### config.mk
export PLATFORM = sky130hd
export DESIGN_NAME = rtu_slave
export DESIGN_NICKNAME = d
export VERILOG_FILES = /design/src/rtu_pkg.sv /design/src/rtu_slave.sv
export SDC_FILE = /design/constraint.sdc
export NUM_CORES = 2
export LEC_CHECK = 0
export BUFFER_PORTS_ARGS = -buffer_cell sky130_fd_sc_hd__buf_2
export CAP_MARGIN = 30
export CORE_MARGIN = 5
export CORE_UTILIZATION = 35
export DETAILED_ROUTE_END_ITERATION = 10
export PLACE_DENSITY = 0.5
export RECOVER_POWER = 100
export SETUP_SLACK_MARGIN = 0.05
export SYNTH_ARGS = -nofsm -noshare
export SYNTH_HDL_FRONTEND = slang
export SYNTH_SLANG_ARGS = --single-unit
### constraint.sdc
create_clock -name i_mclk -period 18.9 [get_ports i_mclk]
set_input_delay 1.89 -clock i_mclk [delete_from_list [all_inputs] [get_ports i_mclk]]
set_output_delay 1.89 -clock i_mclk [all_outputs]
set_load 0.1 [all_outputs]
### src/rtu_pkg.sv
// constants and types for the rtu slave frame interpreter
// Functional notes
// - write reply echoes address, function, start, count
// - consecutive registers from start, count one allowed
// - ident reply fixed header then objects
// - three basic objects: vendor, product, revision
// - code 01 sequence, code 04 single object
// - object value raw ASCII, length equals characters
// - parity or CRC error gives no reply
// - gap of 3.5 characters or more ends frame
// - unknown function gives exception code 1
// - missing register gives exception code 2
// - bad value or read-only gives code 3
// - exception: address, function with MSB, code
// - 16-bit fields sent high byte first
// - frames over 64 bytes are invalid
// - reply starts 2 to 10 ms after request
package rtu_pkg;
  localparam logic [7:0]  FC_WRITE_MULTI = 8'h10;
  localparam logic [7:0]  FC_IDENT       = 8'h2B;
  localparam logic [7:0]  MEI_IDENT      = 8'h0E;
  localparam logic [7:0]  RD_BASIC       = 8'h01;
  localparam logic [7:0]  RD_SINGLE      = 8'h04;
  localparam logic [7:0]  CONFORMITY     = 8'h81;
  localparam logic [7:0]  NO_MORE        = 8'h00;
  localparam logic [7:0]  EXC_FLAG       = 8'h80;
  localparam logic [7:0]  EXC_FUNC       = 8'h01;
  localparam logic [7:0]  EXC_ADDR       = 8'h02;
  localparam logic [7:0]  EXC_VALUE      = 8'h03;
  localparam logic [7:0]  OBJ_LAST       = 8'h02;
  localparam logic [15:0] CRC_INIT       = 16'hFFFF;
  localparam logic [15:0] CRC_POLY       = 16'hA001;
  localparam int          FRAME_MAX      = 64;
  localparam int          FRAME_MIN      = 4;
  localparam int          WR_HDR_LEN     = 9;
  localparam int          WR_MAX_REGS    = 27;
  localparam int          IDENT_LEN      = 7;
  localparam int          EXC_LEN        = 3;
  localparam int          ECHO_LEN       = 6;
  localparam int          IDHDR_LEN      = 8;
  localparam int          NUM_REGS_DEF   = 1024;
  localparam int          FIFO_DEPTH     = 32;
  localparam longint      CLK_HZ         = 50_000_000;
  localparam longint      BAUD_DEF       = 19_200;
  localparam longint      CHAR_BITS      = 11;
  localparam longint      GAP_X10        = 35;
  localparam longint      RESP_MIN_US    = 2_000;
  localparam longint      RESP_MAX_US    = 10_000;
  // least times round up
  localparam longint      GAP_CYC_DEF    =
    (GAP_X10 * CHAR_BITS * CLK_HZ + 10 * BAUD_DEF - 1) / (10 * BAUD_DEF);
  localparam longint      RESP_CYC_DEF   =
    (RESP_MIN_US * CLK_HZ + 1_000_000 - 1) / 1_000_000;
  localparam longint      RESP_MAX_CYC   = RESP_MAX_US * CLK_HZ / 1_000_000;
  typedef enum logic [1:0] {RK_EXC, RK_ECHO, RK_IDENT} rtu_kind_t;
  typedef enum logic [3:0] {
    ST_RX, ST_CRC, ST_EVAL, ST_WCHK, ST_WR, ST_HDR,
    ST_OBJ, ST_WAIT, ST_SEND, ST_CRCLO, ST_CRCHI
  } rtu_state_t;
endpackage : rtu_pkg

### src/rtu_slave.sv
// rtu slave frame interpreter with transmit fifo
`timescale 1ns/10ps
module rtu_fifo #(
  parameter int W     = 8,
  parameter int DEPTH = 32
) (
  // clock and control
  input  wire logic         i_mclk,
  input  wire logic         i_reset,
  input  wire logic         i_ce,
  // fill side
  input  wire logic         i_valid,
  input  wire logic [W-1:0] i_data,
  output logic              o_ready,
  // drain side
  output logic              o_valid,
  output logic [W-1:0]      o_data,
  input  wire logic         i_ready
);
  localparam int AW = $clog2(DEPTH);
  logic [W-1:0] mem [DEPTH];
  logic [AW:0]  wptr;
  logic [AW:0]  rptr;
  logic [AW:0]  next_wptr;
  logic [AW:0]  next_rptr;
  logic         push;
  logic         pop;
  always_comb begin
    o_ready   = (wptr - rptr) != (AW+1)'(DEPTH);
    o_valid   = wptr != rptr;
    o_data    = mem[rptr[AW-1:0]];
    push      = i_valid && o_ready;
    pop       = o_valid && i_ready;
    next_wptr = push ? wptr + 1'b1 : wptr;
    next_rptr = pop ? rptr + 1'b1 : rptr;
  end
  always_ff @(posedge i_mclk) begin
    if (i_reset) begin
      wptr <= '0;
      rptr <= '0;
    end else if (i_ce) begin
      wptr <= next_wptr;
      rptr <= next_rptr;
      if (push) begin
        mem[wptr[AW-1:0]] <= i_data;
      end
    end
  end
endmodule : rtu_fifo

module rtu_slave #(
  parameter int unsigned     NUM_REGS    = rtu_pkg::NUM_REGS_DEF,
  parameter int unsigned     GAP_CYC     = 32'(rtu_pkg::GAP_CYC_DEF),
  parameter int unsigned     RESP_CYC    = 32'(rtu_pkg::RESP_CYC_DEF),
  parameter int              VENDOR_LEN  = 4,
  parameter int              PRODUCT_LEN = 5,
  parameter int              REV_LEN     = 5,
  // identity strings, values arbitrary
  parameter logic [8*VENDOR_LEN-1:0]  VENDOR  = "VNDR",
  parameter logic [8*PRODUCT_LEN-1:0] PRODUCT = "DRV01",
  parameter logic [8*REV_LEN-1:0]     REVISION = "V3.21"
) (
  // clock and control
  input  wire logic        i_mclk,
  input  wire logic        i_reset,
  input  wire logic        i_ce,
  input  wire logic [7:0]  i_station_addr,
  // receive byte stream
  input  wire logic        i_rx_valid,
  input  wire logic [7:0]  i_rx_data,
  input  wire logic        i_rx_parity_err,
  // transmit byte stream
  output logic             o_tx_valid,
  output logic [7:0]       o_tx_data,
  input  wire logic        i_tx_ready,
  // parameter memory write port
  output logic             o_wr_en,
  output logic [15:0]      o_wr_addr,
  output logic [15:0]      o_wr_data,
  input  wire logic        i_wr_reject
);
  import rtu_pkg::*;
  localparam logic [23:0] GCNT_MAX = 24'hFF_FFFF;

  function automatic logic [15:0] crc_byte(input logic [15:0] c, input logic [7:0] b);
    logic [15:0] r;
    r = c ^ {8'h00, b};
    for (int i = 0; i < 8; i++) begin
      r = r[0] ? ((r >> 1) ^ CRC_POLY) : (r >> 1);
    end
    return r;
  endfunction : crc_byte

  function automatic logic [7:0] obj_len(input logic [1:0] o);
    unique case (o)
      2'd0:    obj_len = 8'(VENDOR_LEN);
      2'd1:    obj_len = 8'(PRODUCT_LEN);
      default: obj_len = 8'(REV_LEN);
    endcase
  endfunction : obj_len

  function automatic logic [7:0] obj_chr(input logic [1:0] o, input logic [7:0] i);
    unique case (o)
      2'd0:    obj_chr = VENDOR[8*(VENDOR_LEN-1-int'(i)) +: 8];
      2'd1:    obj_chr = PRODUCT[8*(PRODUCT_LEN-1-int'(i)) +: 8];
      default: obj_chr = REVISION[8*(REV_LEN-1-int'(i)) +: 8];
    endcase
  endfunction : obj_chr

  logic [7:0]  rxb [FRAME_MAX];
  logic [7:0]  rbuf [FRAME_MAX];
  rtu_state_t  state, next_state;
  rtu_kind_t   kind, next_kind;
  logic [6:0]  len, next_len;
  logic        over, next_over;
  logic        perr, next_perr;
  logic [23:0] gcnt, next_gcnt;
  logic [6:0]  idx, next_idx;
  logic [15:0] crc, next_crc;
  logic [7:0]  exc, next_exc;
  logic [5:0]  k, next_k;
  logic        phase, next_phase;
  logic [6:0]  rlen, next_rlen;
  logic [1:0]  obj, next_obj;
  logic [7:0]  ci, next_ci;
  logic        next_wr_en;
  logic [15:0] next_wr_addr;
  logic [15:0] next_wr_data;
  logic        buf_we;
  logic        rb_we;
  logic [5:0]  rb_wa;
  logic [7:0]  rb_wd;
  logic        f_valid;
  logic [7:0]  f_data;
  logic        f_ready;
  logic [15:0] start;
  logic [15:0] cnt;
  logic [5:0]  wr_idx;
  logic        single;
  logic [7:0]  olen;

  always_comb begin
    next_state   = state;
    next_kind    = kind;
    next_len     = len;
    next_over    = over;
    next_perr    = perr;
    next_gcnt    = (gcnt == GCNT_MAX) ? gcnt : gcnt + 24'h00_0001;
    next_idx     = idx;
    next_crc     = crc;
    next_exc     = exc;
    next_k       = k;
    next_phase   = phase;
    next_rlen    = rlen;
    next_obj     = obj;
    next_ci      = ci;
    next_wr_en   = 1'b0;
    next_wr_addr = o_wr_addr;
    next_wr_data = o_wr_data;
    buf_we       = 1'b0;
    rb_we        = 1'b0;
    rb_wa        = k;
    rb_wd        = 8'h00;
    f_valid      = 1'b0;
    f_data       = 8'h00;
    start        = {rxb[2], rxb[3]};
    cnt          = {rxb[4], rxb[5]};
    wr_idx       = 6'd7 + 6'({k[4:0], 1'b0});
    single       = rxb[3] == RD_SINGLE;
    olen         = obj_len(obj);
    unique case (state)
      ST_RX: begin
        if (i_rx_valid) begin
          next_gcnt = 24'h00_0000;
          if (len < 7'(FRAME_MAX)) begin
            buf_we   = 1'b1;
            next_len = len + 7'd1;
          end else begin
            next_over = 1'b1;
          end
          if (i_rx_parity_err) begin
            next_perr = 1'b1;
          end
        end else if (len != 7'd0 && gcnt >= 24'(GAP_CYC)) begin
          next_state = ST_CRC;
          next_idx   = 7'd0;
          next_crc   = CRC_INIT;
        end
      end
      ST_CRC: begin
        if (over || perr || len < 7'(FRAME_MIN)) begin
          next_state = ST_RX;
          next_len   = 7'd0;
          next_over  = 1'b0;
          next_perr  = 1'b0;
        end else if (idx != len) begin
          next_crc = crc_byte(crc, rxb[idx[5:0]]);
          next_idx = idx + 7'd1;
        end else if (crc == 16'h0000 && rxb[0] == i_station_addr) begin
          next_state = ST_EVAL;
        end else begin
          next_state = ST_RX;
          next_len   = 7'd0;
        end
      end
      ST_EVAL: begin
        next_k     = 6'd0;
        next_phase = 1'b0;
        next_kind  = RK_EXC;
        next_state = ST_HDR;
        if (rxb[1] == FC_WRITE_MULTI) begin
          if (cnt == 16'h0000 || cnt > 16'(WR_MAX_REGS) ||
              rxb[6] != {cnt[6:0], 1'b0} ||
              len != 7'(WR_HDR_LEN) + rxb[6][6:0]) begin
            next_exc = EXC_VALUE;
          end else if (17'(start) + 17'(cnt) > 17'(NUM_REGS)) begin
            next_exc = EXC_ADDR;
          end else begin
            next_state = ST_WCHK;
          end
        end else if (rxb[1] == FC_IDENT) begin
          if (len != 7'(IDENT_LEN) || rxb[2] != MEI_IDENT) begin
            next_exc = EXC_VALUE;
          end else if (rxb[3] != RD_BASIC && !single) begin
            next_exc = EXC_VALUE;
          end else if (rxb[4] > OBJ_LAST) begin
            next_exc = EXC_ADDR;
          end else begin
            next_kind = RK_IDENT;
          end
        end else begin
          next_exc = EXC_FUNC;
        end
      end
      ST_WCHK: begin
        if (k == cnt[5:0]) begin
          next_k     = 6'd0;
          next_state = ST_WR;
        end else if (!phase) begin
          next_wr_addr = start + 16'(k);
          next_wr_data = {rxb[wr_idx], rxb[wr_idx + 6'd1]};
          next_phase   = 1'b1;
        end else begin
          next_phase = 1'b0;
          if (i_wr_reject) begin
            next_exc   = EXC_VALUE;
            next_state = ST_HDR;
            next_k     = 6'd0;
          end else begin
            next_k = k + 6'd1;
          end
        end
      end
      ST_WR: begin
        if (k == cnt[5:0]) begin
          next_kind  = RK_ECHO;
          next_k     = 6'd0;
          next_state = ST_HDR;
        end else begin
          next_wr_addr = start + 16'(k);
          next_wr_data = {rxb[wr_idx], rxb[wr_idx + 6'd1]};
          next_wr_en   = 1'b1;
          next_k       = k + 6'd1;
        end
      end
      ST_HDR: begin
        rb_we     = 1'b1;
        next_k    = k + 6'd1;
        next_rlen = 7'(k) + 7'd1;
        unique case (kind)
          RK_EXC: begin
            rb_wd = (k == 6'd0) ? rxb[0] : (k == 6'd1) ? (rxb[1] | EXC_FLAG) : exc;
            if (k == 6'(EXC_LEN - 1)) begin
              next_state = ST_WAIT;
            end
          end
          RK_ECHO: begin
            rb_wd = rxb[k];
            if (k == 6'(ECHO_LEN - 1)) begin
              next_state = ST_WAIT;
            end
          end
          default: begin
            unique case (k[2:0])
              3'd2:    rb_wd = MEI_IDENT;
              3'd4:    rb_wd = CONFORMITY;
              3'd5:    rb_wd = NO_MORE;
              3'd6:    rb_wd = 8'h00;
              3'd7:    rb_wd = single ? 8'h01 : (OBJ_LAST + 8'h01 - rxb[4]);
              default: rb_wd = rxb[k];
            endcase
            if (k == 6'(IDHDR_LEN - 1)) begin
              next_state = ST_OBJ;
              next_obj   = rxb[4][1:0];
              next_ci    = 8'h00;
            end
          end
        endcase
      end
      ST_OBJ: begin
        rb_we     = 1'b1;
        rb_wa     = rlen[5:0];
        rb_wd     = (ci == 8'h00) ? {6'd0, obj} :
                    (ci == 8'h01) ? olen : obj_chr(obj, ci - 8'h02);
        next_rlen = rlen + 7'd1;
        next_ci   = ci + 8'h01;
        if (ci == olen + 8'h01) begin
          next_ci = 8'h00;
          if (single || obj == OBJ_LAST[1:0]) begin
            next_state = ST_WAIT;
          end else begin
            next_obj = obj + 2'd1;
          end
        end
      end
      ST_WAIT: begin
        if (gcnt >= 24'(RESP_CYC)) begin
          next_state = ST_SEND;
          next_idx   = 7'd0;
          next_crc   = CRC_INIT;
        end
      end
      ST_SEND: begin
        f_valid = 1'b1;
        f_data  = rbuf[idx[5:0]];
        if (f_ready) begin
          next_crc = crc_byte(crc, f_data);
          next_idx = idx + 7'd1;
          if (idx == rlen - 7'd1) begin
            next_state = ST_CRCLO;
          end
        end
      end
      ST_CRCLO: begin
        f_valid = 1'b1;
        f_data  = crc[7:0];
        if (f_ready) begin
          next_state = ST_CRCHI;
        end
      end
      ST_CRCHI: begin
        f_valid = 1'b1;
        f_data  = crc[15:8];
        if (f_ready) begin
          next_state = ST_RX;
          next_len   = 7'd0;
        end
      end
    endcase
  end

  always_ff @(posedge i_mclk) begin
    if (i_reset) begin
      state     <= ST_RX;
      kind      <= RK_EXC;
      len       <= 7'd0;
      over      <= 1'b0;
      perr      <= 1'b0;
      gcnt      <= 24'h00_0000;
      idx       <= 7'd0;
      crc       <= CRC_INIT;
      exc       <= 8'h00;
      k         <= 6'd0;
      phase     <= 1'b0;
      rlen      <= 7'd0;
      obj       <= 2'd0;
      ci        <= 8'h00;
      o_wr_en   <= 1'b0;
      o_wr_addr <= 16'h0000;
      o_wr_data <= 16'h0000;
    end else if (i_ce) begin
      state     <= next_state;
      kind      <= next_kind;
      len       <= next_len;
      over      <= next_over;
      perr      <= next_perr;
      gcnt      <= next_gcnt;
      idx       <= next_idx;
      crc       <= next_crc;
      exc       <= next_exc;
      k         <= next_k;
      phase     <= next_phase;
      rlen      <= next_rlen;
      obj       <= next_obj;
      ci        <= next_ci;
      o_wr_en   <= next_wr_en;
      o_wr_addr <= next_wr_addr;
      o_wr_data <= next_wr_data;
      if (buf_we) begin
        rxb[len[5:0]] <= i_rx_data;
      end
      if (rb_we) begin
        rbuf[rb_wa] <= rb_wd;
      end
    end
  end

  rtu_fifo #(
    .W     (8),
    .DEPTH (FIFO_DEPTH)
  ) u_tx_fifo (
    .i_mclk  (i_mclk),
    .i_reset (i_reset),
    .i_ce    (i_ce),
    .i_valid (f_valid),
    .i_data  (f_data),
    .o_ready (f_ready),
    .o_valid (o_tx_valid),
    .o_data  (o_tx_data),
    .i_ready (i_tx_ready)
  );
endmodule : rtu_slave

Word level (Yosys, flattened, before mapping)
Memory sizes are Yosys's and may differ from the RTL's. A register that Yosys moved wholly into a read port is not among the register bits.
Cells that the tools add are included.
{"block": "totals", "reg_bits": 139, "output_inout_bits": 42, "ram_bits": 1280, "memories": 3, "word_cells": 347}
{"block": "classes", "n_reduce_logical": 48, "n_lt_le_gt_ge": 7, "n_eq_ne": 73, "bitwise_logic": 18, "n_addsub": 22, "muxes": 154, "shift": 3}
{"memory": "rbuf", "depth": 64, "word_bits": 8, "read_ports": 1, "rd_ports_with_merged_regs": 1, "write_ports": 1, "line": "rtu_slave.sv:111", "source": "logic [7:0] rbuf [FRAME_MAX];"}
{"memory": "rxb", "depth": 64, "word_bits": 8, "read_ports": 11, "rd_ports_with_merged_regs": 2, "write_ports": 1, "line": "rtu_slave.sv:110", "source": "logic [7:0] rxb [FRAME_MAX];"}
{"memory": "u_tx_fifo.mem", "depth": 32, "word_bits": 8, "read_ports": 1, "rd_ports_with_merged_regs": 1, "write_ports": 1, "line": "rtu_slave.sv:21", "source": "logic [W-1:0] mem [DEPTH];"}
{"operator": "$mux 16", "n": 28}
{"operator": "$mux 8", "n": 18}
{"operator": "$mux 7", "n": 12}
{"operator": "$pmux 8 s2", "n": 5}
{"operator": "$shiftx 40x12->8 const A", "n": 2}
{"operator": "$mux 24", "n": 3}
{"operator": "$mux 4", "n": 18}
{"operator": "$mux 6", "n": 11}
{"operator": "$pmux 16 s2", "n": 2}
{"operator": "$pmux 16 s4", "n": 1}
{"operator": "$ne 2x2->1 const B", "n": 25}
{"operator": "$ge 24x17->1 const B", "n": 2}
{"operator": "$not 2->3", "n": 16}
{"operator": "$pmux 4 s11", "n": 1}
{"operator": "$logic_not 16->1", "n": 2}
{"operator": "$pmux 8 s4", "n": 1}
{"operator": "$shiftx 32x12->8 const A", "n": 1}
{"operator": "$xor 16x8->16", "n": 2}
{"operator": "$pmux 7 s4", "n": 1}
{"operator": "$mux 1", "n": 27}
{"operator": "$add 24x1->24 const B", "n": 1}
{"operator": "$add 6x1->6 const B", "n": 4}
{"operator": "$eq 24x24->1 const B", "n": 1}
{"operator": "$pmux 6 s4", "n": 1}
{"operator": "other kinds (78)", "n": 140}

Depth between registers and ports, before layout
{"block": "depth", "word_depth": 20, "ltp_mapped": 17}

Cells and area by module
Synthesis repeated with hierarchy kept, for this count alone.
{"block": "unflattened", "cells_unflattened": 4044, "area_unflattened_um2": 68364.3}
{"mod": "rtu_slave", "cells_per_inst": 3528, "seq_area_each_um2": 33412.0, "area_each_um2": 57526.4, "n_inst": 1}
{"mod": "rtu_fifo", "cells_per_inst": 516, "seq_area_each_um2": 8027.7, "area_each_um2": 10837.9, "n_inst": 1}

Worst setup path before layout
OpenSTA, ideal clock, no wires.
{"block": "synth_timing", "path_kind": "reg2reg", "start": "register k[0]", "end": "memory rbuf[0][0], data pin", "n_path_buf": 5, "path_stages_with_launch": 13, "setup_ns": 0.702, "t_arrival_ns": 5.753, "slack_ns": 12.445, "period_less_slack_ns": 6.455, "t_required_ns": 18.198, "cell_sequence": "dfxtp_1 > clkbuf_1 > buf_1 > clkbuf_1 > clkbuf_1 > inv_1 > ha_1 > clkbuf_1 > or2_2 > a211o_1 > nand2_1 > o311ai_0 > o21ai_0"}
{"block": "synth_via", "elab_chain_len": 5, "elab_cells_between_ends": 13, "classes_between": "6 x eq/ne; 5 x mux; 2 x reduce/logical"}
{"item": "from (decl)", "line": "rtu_slave.sv:121", "source": "logic [5:0] k, next_k;"}
{"item": "from (signal assigned)", "line": "rtu_slave.sv:381", "source": "k <= next_k;"}
{"item": "$eq 3x3->1 or $eq 6x1->1 (tied branches)", "line": "rtu_slave.sv:284, rtu_slave.sv:272"}
{"item": "$reduce_or 2->1 (no source line) or $mux 8 (tied branches)"}
{"item": "$pmux 8 s4 or $mux 8 (tied branches)", "line": "rtu_slave.sv:284, rtu_slave.sv:272"}
{"item": "$pmux 8 s2 (*)", "line": "rtu_slave.sv:270", "source": "unique case (kind)"}
{"item": "$pmux 8 s2 (*)", "line": "rtu_slave.sv:171", "source": "unique case (state)"}
{"item": "named net rb_wd[0]", "line": "rtu_slave.sv:132", "source": "logic [7:0] rb_wd;"}
{"item": "to (decl)", "line": "rtu_slave.sv:111"}
Mark *: on every way through the listed nets, which the timed path passes. The rest lies on a longest branch.

==> flow_summary_export.csv <==
group,metric,value,unit
power_and_ir_drop,power_per_cell_area,87.9,nW/um^2
floorplanning,coreArea,194000,sq um
synth,synth_area_leaders,"edfxtp_1 (56%), mux4_2 (21%), dfxtp_1 (4.4%)",
sta,setup_viol,0,
sta,hold_viol_final,0,
route,drtIter0Drc,4935,
setup_path,required,19.27,ns
setup_path,cp_top_family,"buffers and inverters",
sta,rsz0062_at_grt,"false",
global_route,gr-total-overflow,0,
clocking,cts_buffer_depth,3,
placement,port_buffers,64,
sta,slew_headroom,-398,%
synth,synthArstFlopShare,0,%
sta,period_share,56.5,%
synth,ys_seq_area_share,60.7,%
clocking,postCtsSetupRepairBufs,0,
synth,synth_nets,4065,
final_layout,multi_input_area,25400,sq um
sta,slew_viol_final,1802,
status,outcome,"finished, violations left",
synth,syn_inst,3977,
sta,max_freq,0.0936,GHz
setup_path,cp_slowest_stage_delay,5.23,ns
final_layout,drive_gt1_share,24.2,%
floorplanning,die_w,452,microns
synth,synth_cell_type_count,90,
setup_path,endpoint_kind,"register",
placement,place_hpwl,144000,microns
status,violations,"capacitance limit, slew limit",
clocking,holdBufCountCts,0,
min_path,hold_path.class,"reg2reg",
setup_path,cp_cell_sequence,"buf_16 > clkbuf_1 > mux4_1 > mux4_2 > and2_0 > a211oi_1 > a31oi_1 > mux2i_1 > nor2_1 > a21oi_1 > nor2_2 > clkbuf_1",
clocking,root_buffer,"clkbuf_16",
global_route,antenna_found_initial,9,
clocking,cts-buffers-inserted,161,
setup_path,cp-start-kind,"register",
route,viasPerCell,5.93,
sta,tightest_slew,7.46,ns
setup_path,cp_max_fo,84,
sta,tns,0,ns
global_route,grt_pass1_wl,310000,microns
setup_path,slowest_stage,"clkbuf_1",
final_layout,final_cells,6780,
floorplanning,initial_core_util,35.1,%
route,wire_per_inst,32.1,microns
global_route,grt_max_degree,115,
synth,synth_ff_type,"edfxtp_1",
synth,netlist.area_leader.share,56.3,%
placement,gp_congestion,0.854,
final_layout,nets,4187,
setup_path,crit_type,"reg2reg",
clocking,cts_resized,0,
synth,ys_ff_latch,1430,
synth,yosysWarnings,0,
power_and_ir_drop,leakage,0.0235,uW
setup_path,worst-path-buf-inv,3,
sta,fin_worst_skew,0.0695,ns
clocking,cts_sinks,1430,
power_and_ir_drop,vdd.ir_drop.worst,0.0000894,V
flow_run,cap_violations,47,
final_layout,syn_to_final_growth,12.6,%
floorplanning,num_rows,162,
synth,postSynthAreaPerCell,17.2,sq um
synth,synth_edf_count,1280,
clocking,path_clk_slew,0.06,ns
clocking,h-tree-depth,4,
clocking,clk_latency,0.83,ns
global_route,grt_usage,21.1,%
route,dr.pass1.iters,6,
route,vias,40181,
synth,yosysTopAreaCell,"edfxtp_1",
route,drc,0,
final_layout,nFillCells,17728,
global_route,grt_pass1_vias,39687,
clocking,cts_tree,"yes",
route,ant_nets,0,
route,drt-total-wl,218000,microns
setup_path,arrival,11.06,ns
floorplanning,die_y,452,microns
synth,syn_area,68300,sq um
sta,fin_crit,10.69,ns
placement,dp_cells,6471,
floorplanning,io_pins,65,
final_layout,seq_area,41500,sq um
setup_path,critPathMostFrequentCell,"clkbuf_1",
floorplanning,dieArea,204000,sq um
[per-layer routing]
metal	vias up	part of all wire, %	track usage [%]
met3	336	8.8	5.50
li1	16605	-	-
met2	1924	46	32.2
met5	-	0.017	0
met1	21310	43	29.9
met4	6	2.8	5.95
[worst reg2reg max path, stage by stage, from the launching register on]
cell and delay [ns]:
dfxtp_1 0.49, buf_16 0.35, clkbuf_1 5.28, mux4_1 1.52
mux4_2 0.28, and2_0 0.16, a211oi_1 0.07, a31oi_1 0.39
mux2i_1 0.18, nor2_1 0.12, a21oi_1 0.09, nor2_2 0.12
clkbuf_1 1.17
[area by class of cell]
cell class / instances / area share [%]
clock buffers: 192 / 5.50
inverters: 52 / 0.254
multi-input cells: 2245 / 33.0
repair buffers: 209 / 1.45
clock inverters: 108 / 1.68
well taps: 2542 / 4.14
diodes: 2 / 0.00651
flip-flops and latches: 1430 / 54.0
[final timing paths]
path | startpoint | end | slack, ns | depth (start not counted)
max | register | u_tx_fifo.mem[21][7] | 8.21 | 12
min | rlen[1] | rlen[1] | 0.49 | 2
max reg2reg | register | u_tx_fifo.mem[21][7] | 8.21 | 12
min reg2reg | rlen[1] | rlen[1] | 0.49 | 2
[registers in the layout, indices dropped and copies added, names as in the netlist, 2 cells and up, named ones only]
signal,count
ci,8
crc,16
exc,2
gcnt,24
idx,7
k,6
kind,2
len,7
o_wr_addr,16
o_wr_data,16
obj,2
rbuf,512
rlen,7
rxb,512
state,4
u_tx_fifo.mem,256
u_tx_fifo.rptr,6
u_tx_fifo.wptr,6
[logic make-up (layout without fill, tap and decap cells)]
family	Yosys count	count (layout)	share of synthesized area (%)
other cells	0	2	0
xor+xnor	160	160	2.21
buf+inv	302	561	2.27
compound gates	392	392	3.81
flops	1430	1430	60.7
simple gates	824	824	5.50
fa+ha+maj	65	65	1.21
mux	804	804	24.3
[synthesized netlist by cell type (22+ instances only)]
cell type  number
nand2_1       168
and3_1         22
nand4_1        34
a211oi_1       43
nand3_1        57
mux4_1         24
clkbuf_1      122
buf_4          24
buf_2          23
a22oi_1        41
mux4_2        648
a21oi_1       104
buf_1          51
nor2_1        376
mux2i_1       116
nor2b_1        26
nor3_1         37
inv_1          51
ha_1           63
xor2_1         74
nor4_1         23
o21ai_0        74
xnor2_1        76
edfxtp_1     1280
dfxtp_1       150
[cell usage in the layout (no fill, tap or decap), types with 41 or more instances in the layout]
master / synthesis / layout
a211oi_1: 43 / 44
a21oi_1: 104 / 106
a22oi_1: 41 / 41
buf_4: 24 / 44
clkbuf_1: 122 / 158
clkbuf_16: 0 / 162
dfxtp_1: 150 / 142
edfxtp_1: 1280 / 1280
ha_1: 63 / 61
inv_1: 51 / 50
mux2i_1: 116 / 116
mux4_2: 648 / 648
nand2_1: 168 / 167
nand3_1: 57 / 57
nor2_1: 376 / 370
o21ai_0: 74 / 71
xnor2_1: 76 / 75
xor2_1: 74 / 74
[metrics by stage]
stage | total power (uW) | utilization (%) | hold slack (ns) | worst slack [ns] | instance area [sq um]
after CTS | 6810 | 39.8 | 0.491 | 12.64 | 77400
final | 6750 | 39.5 | 0.492 | 8.21 | 76800
after detailed placement | 3540 | 37.0 | 0.483 | 13.23 | 71900
after floorplan | 3500 | - | 0.449 | 12.45 | 68300
after global routing | 6940 | 39.5 | 0.516 | 6.90 | 76800
after global placement | 3540 | 36.8 | 0.470 | 13.20 | 71500
[power by group]
group / leakage [uW] / internal (uW) / total [uW] / switching (uW)
Sequential: 0.0134 / 3410 / 3420 / 4.40
Clock: 0.00266 / 1890 / 3270 / 1380
Combinational: 0.00743 / 13.5 / 58.3 / 44.8
Power figures use the tool's default switching activity.
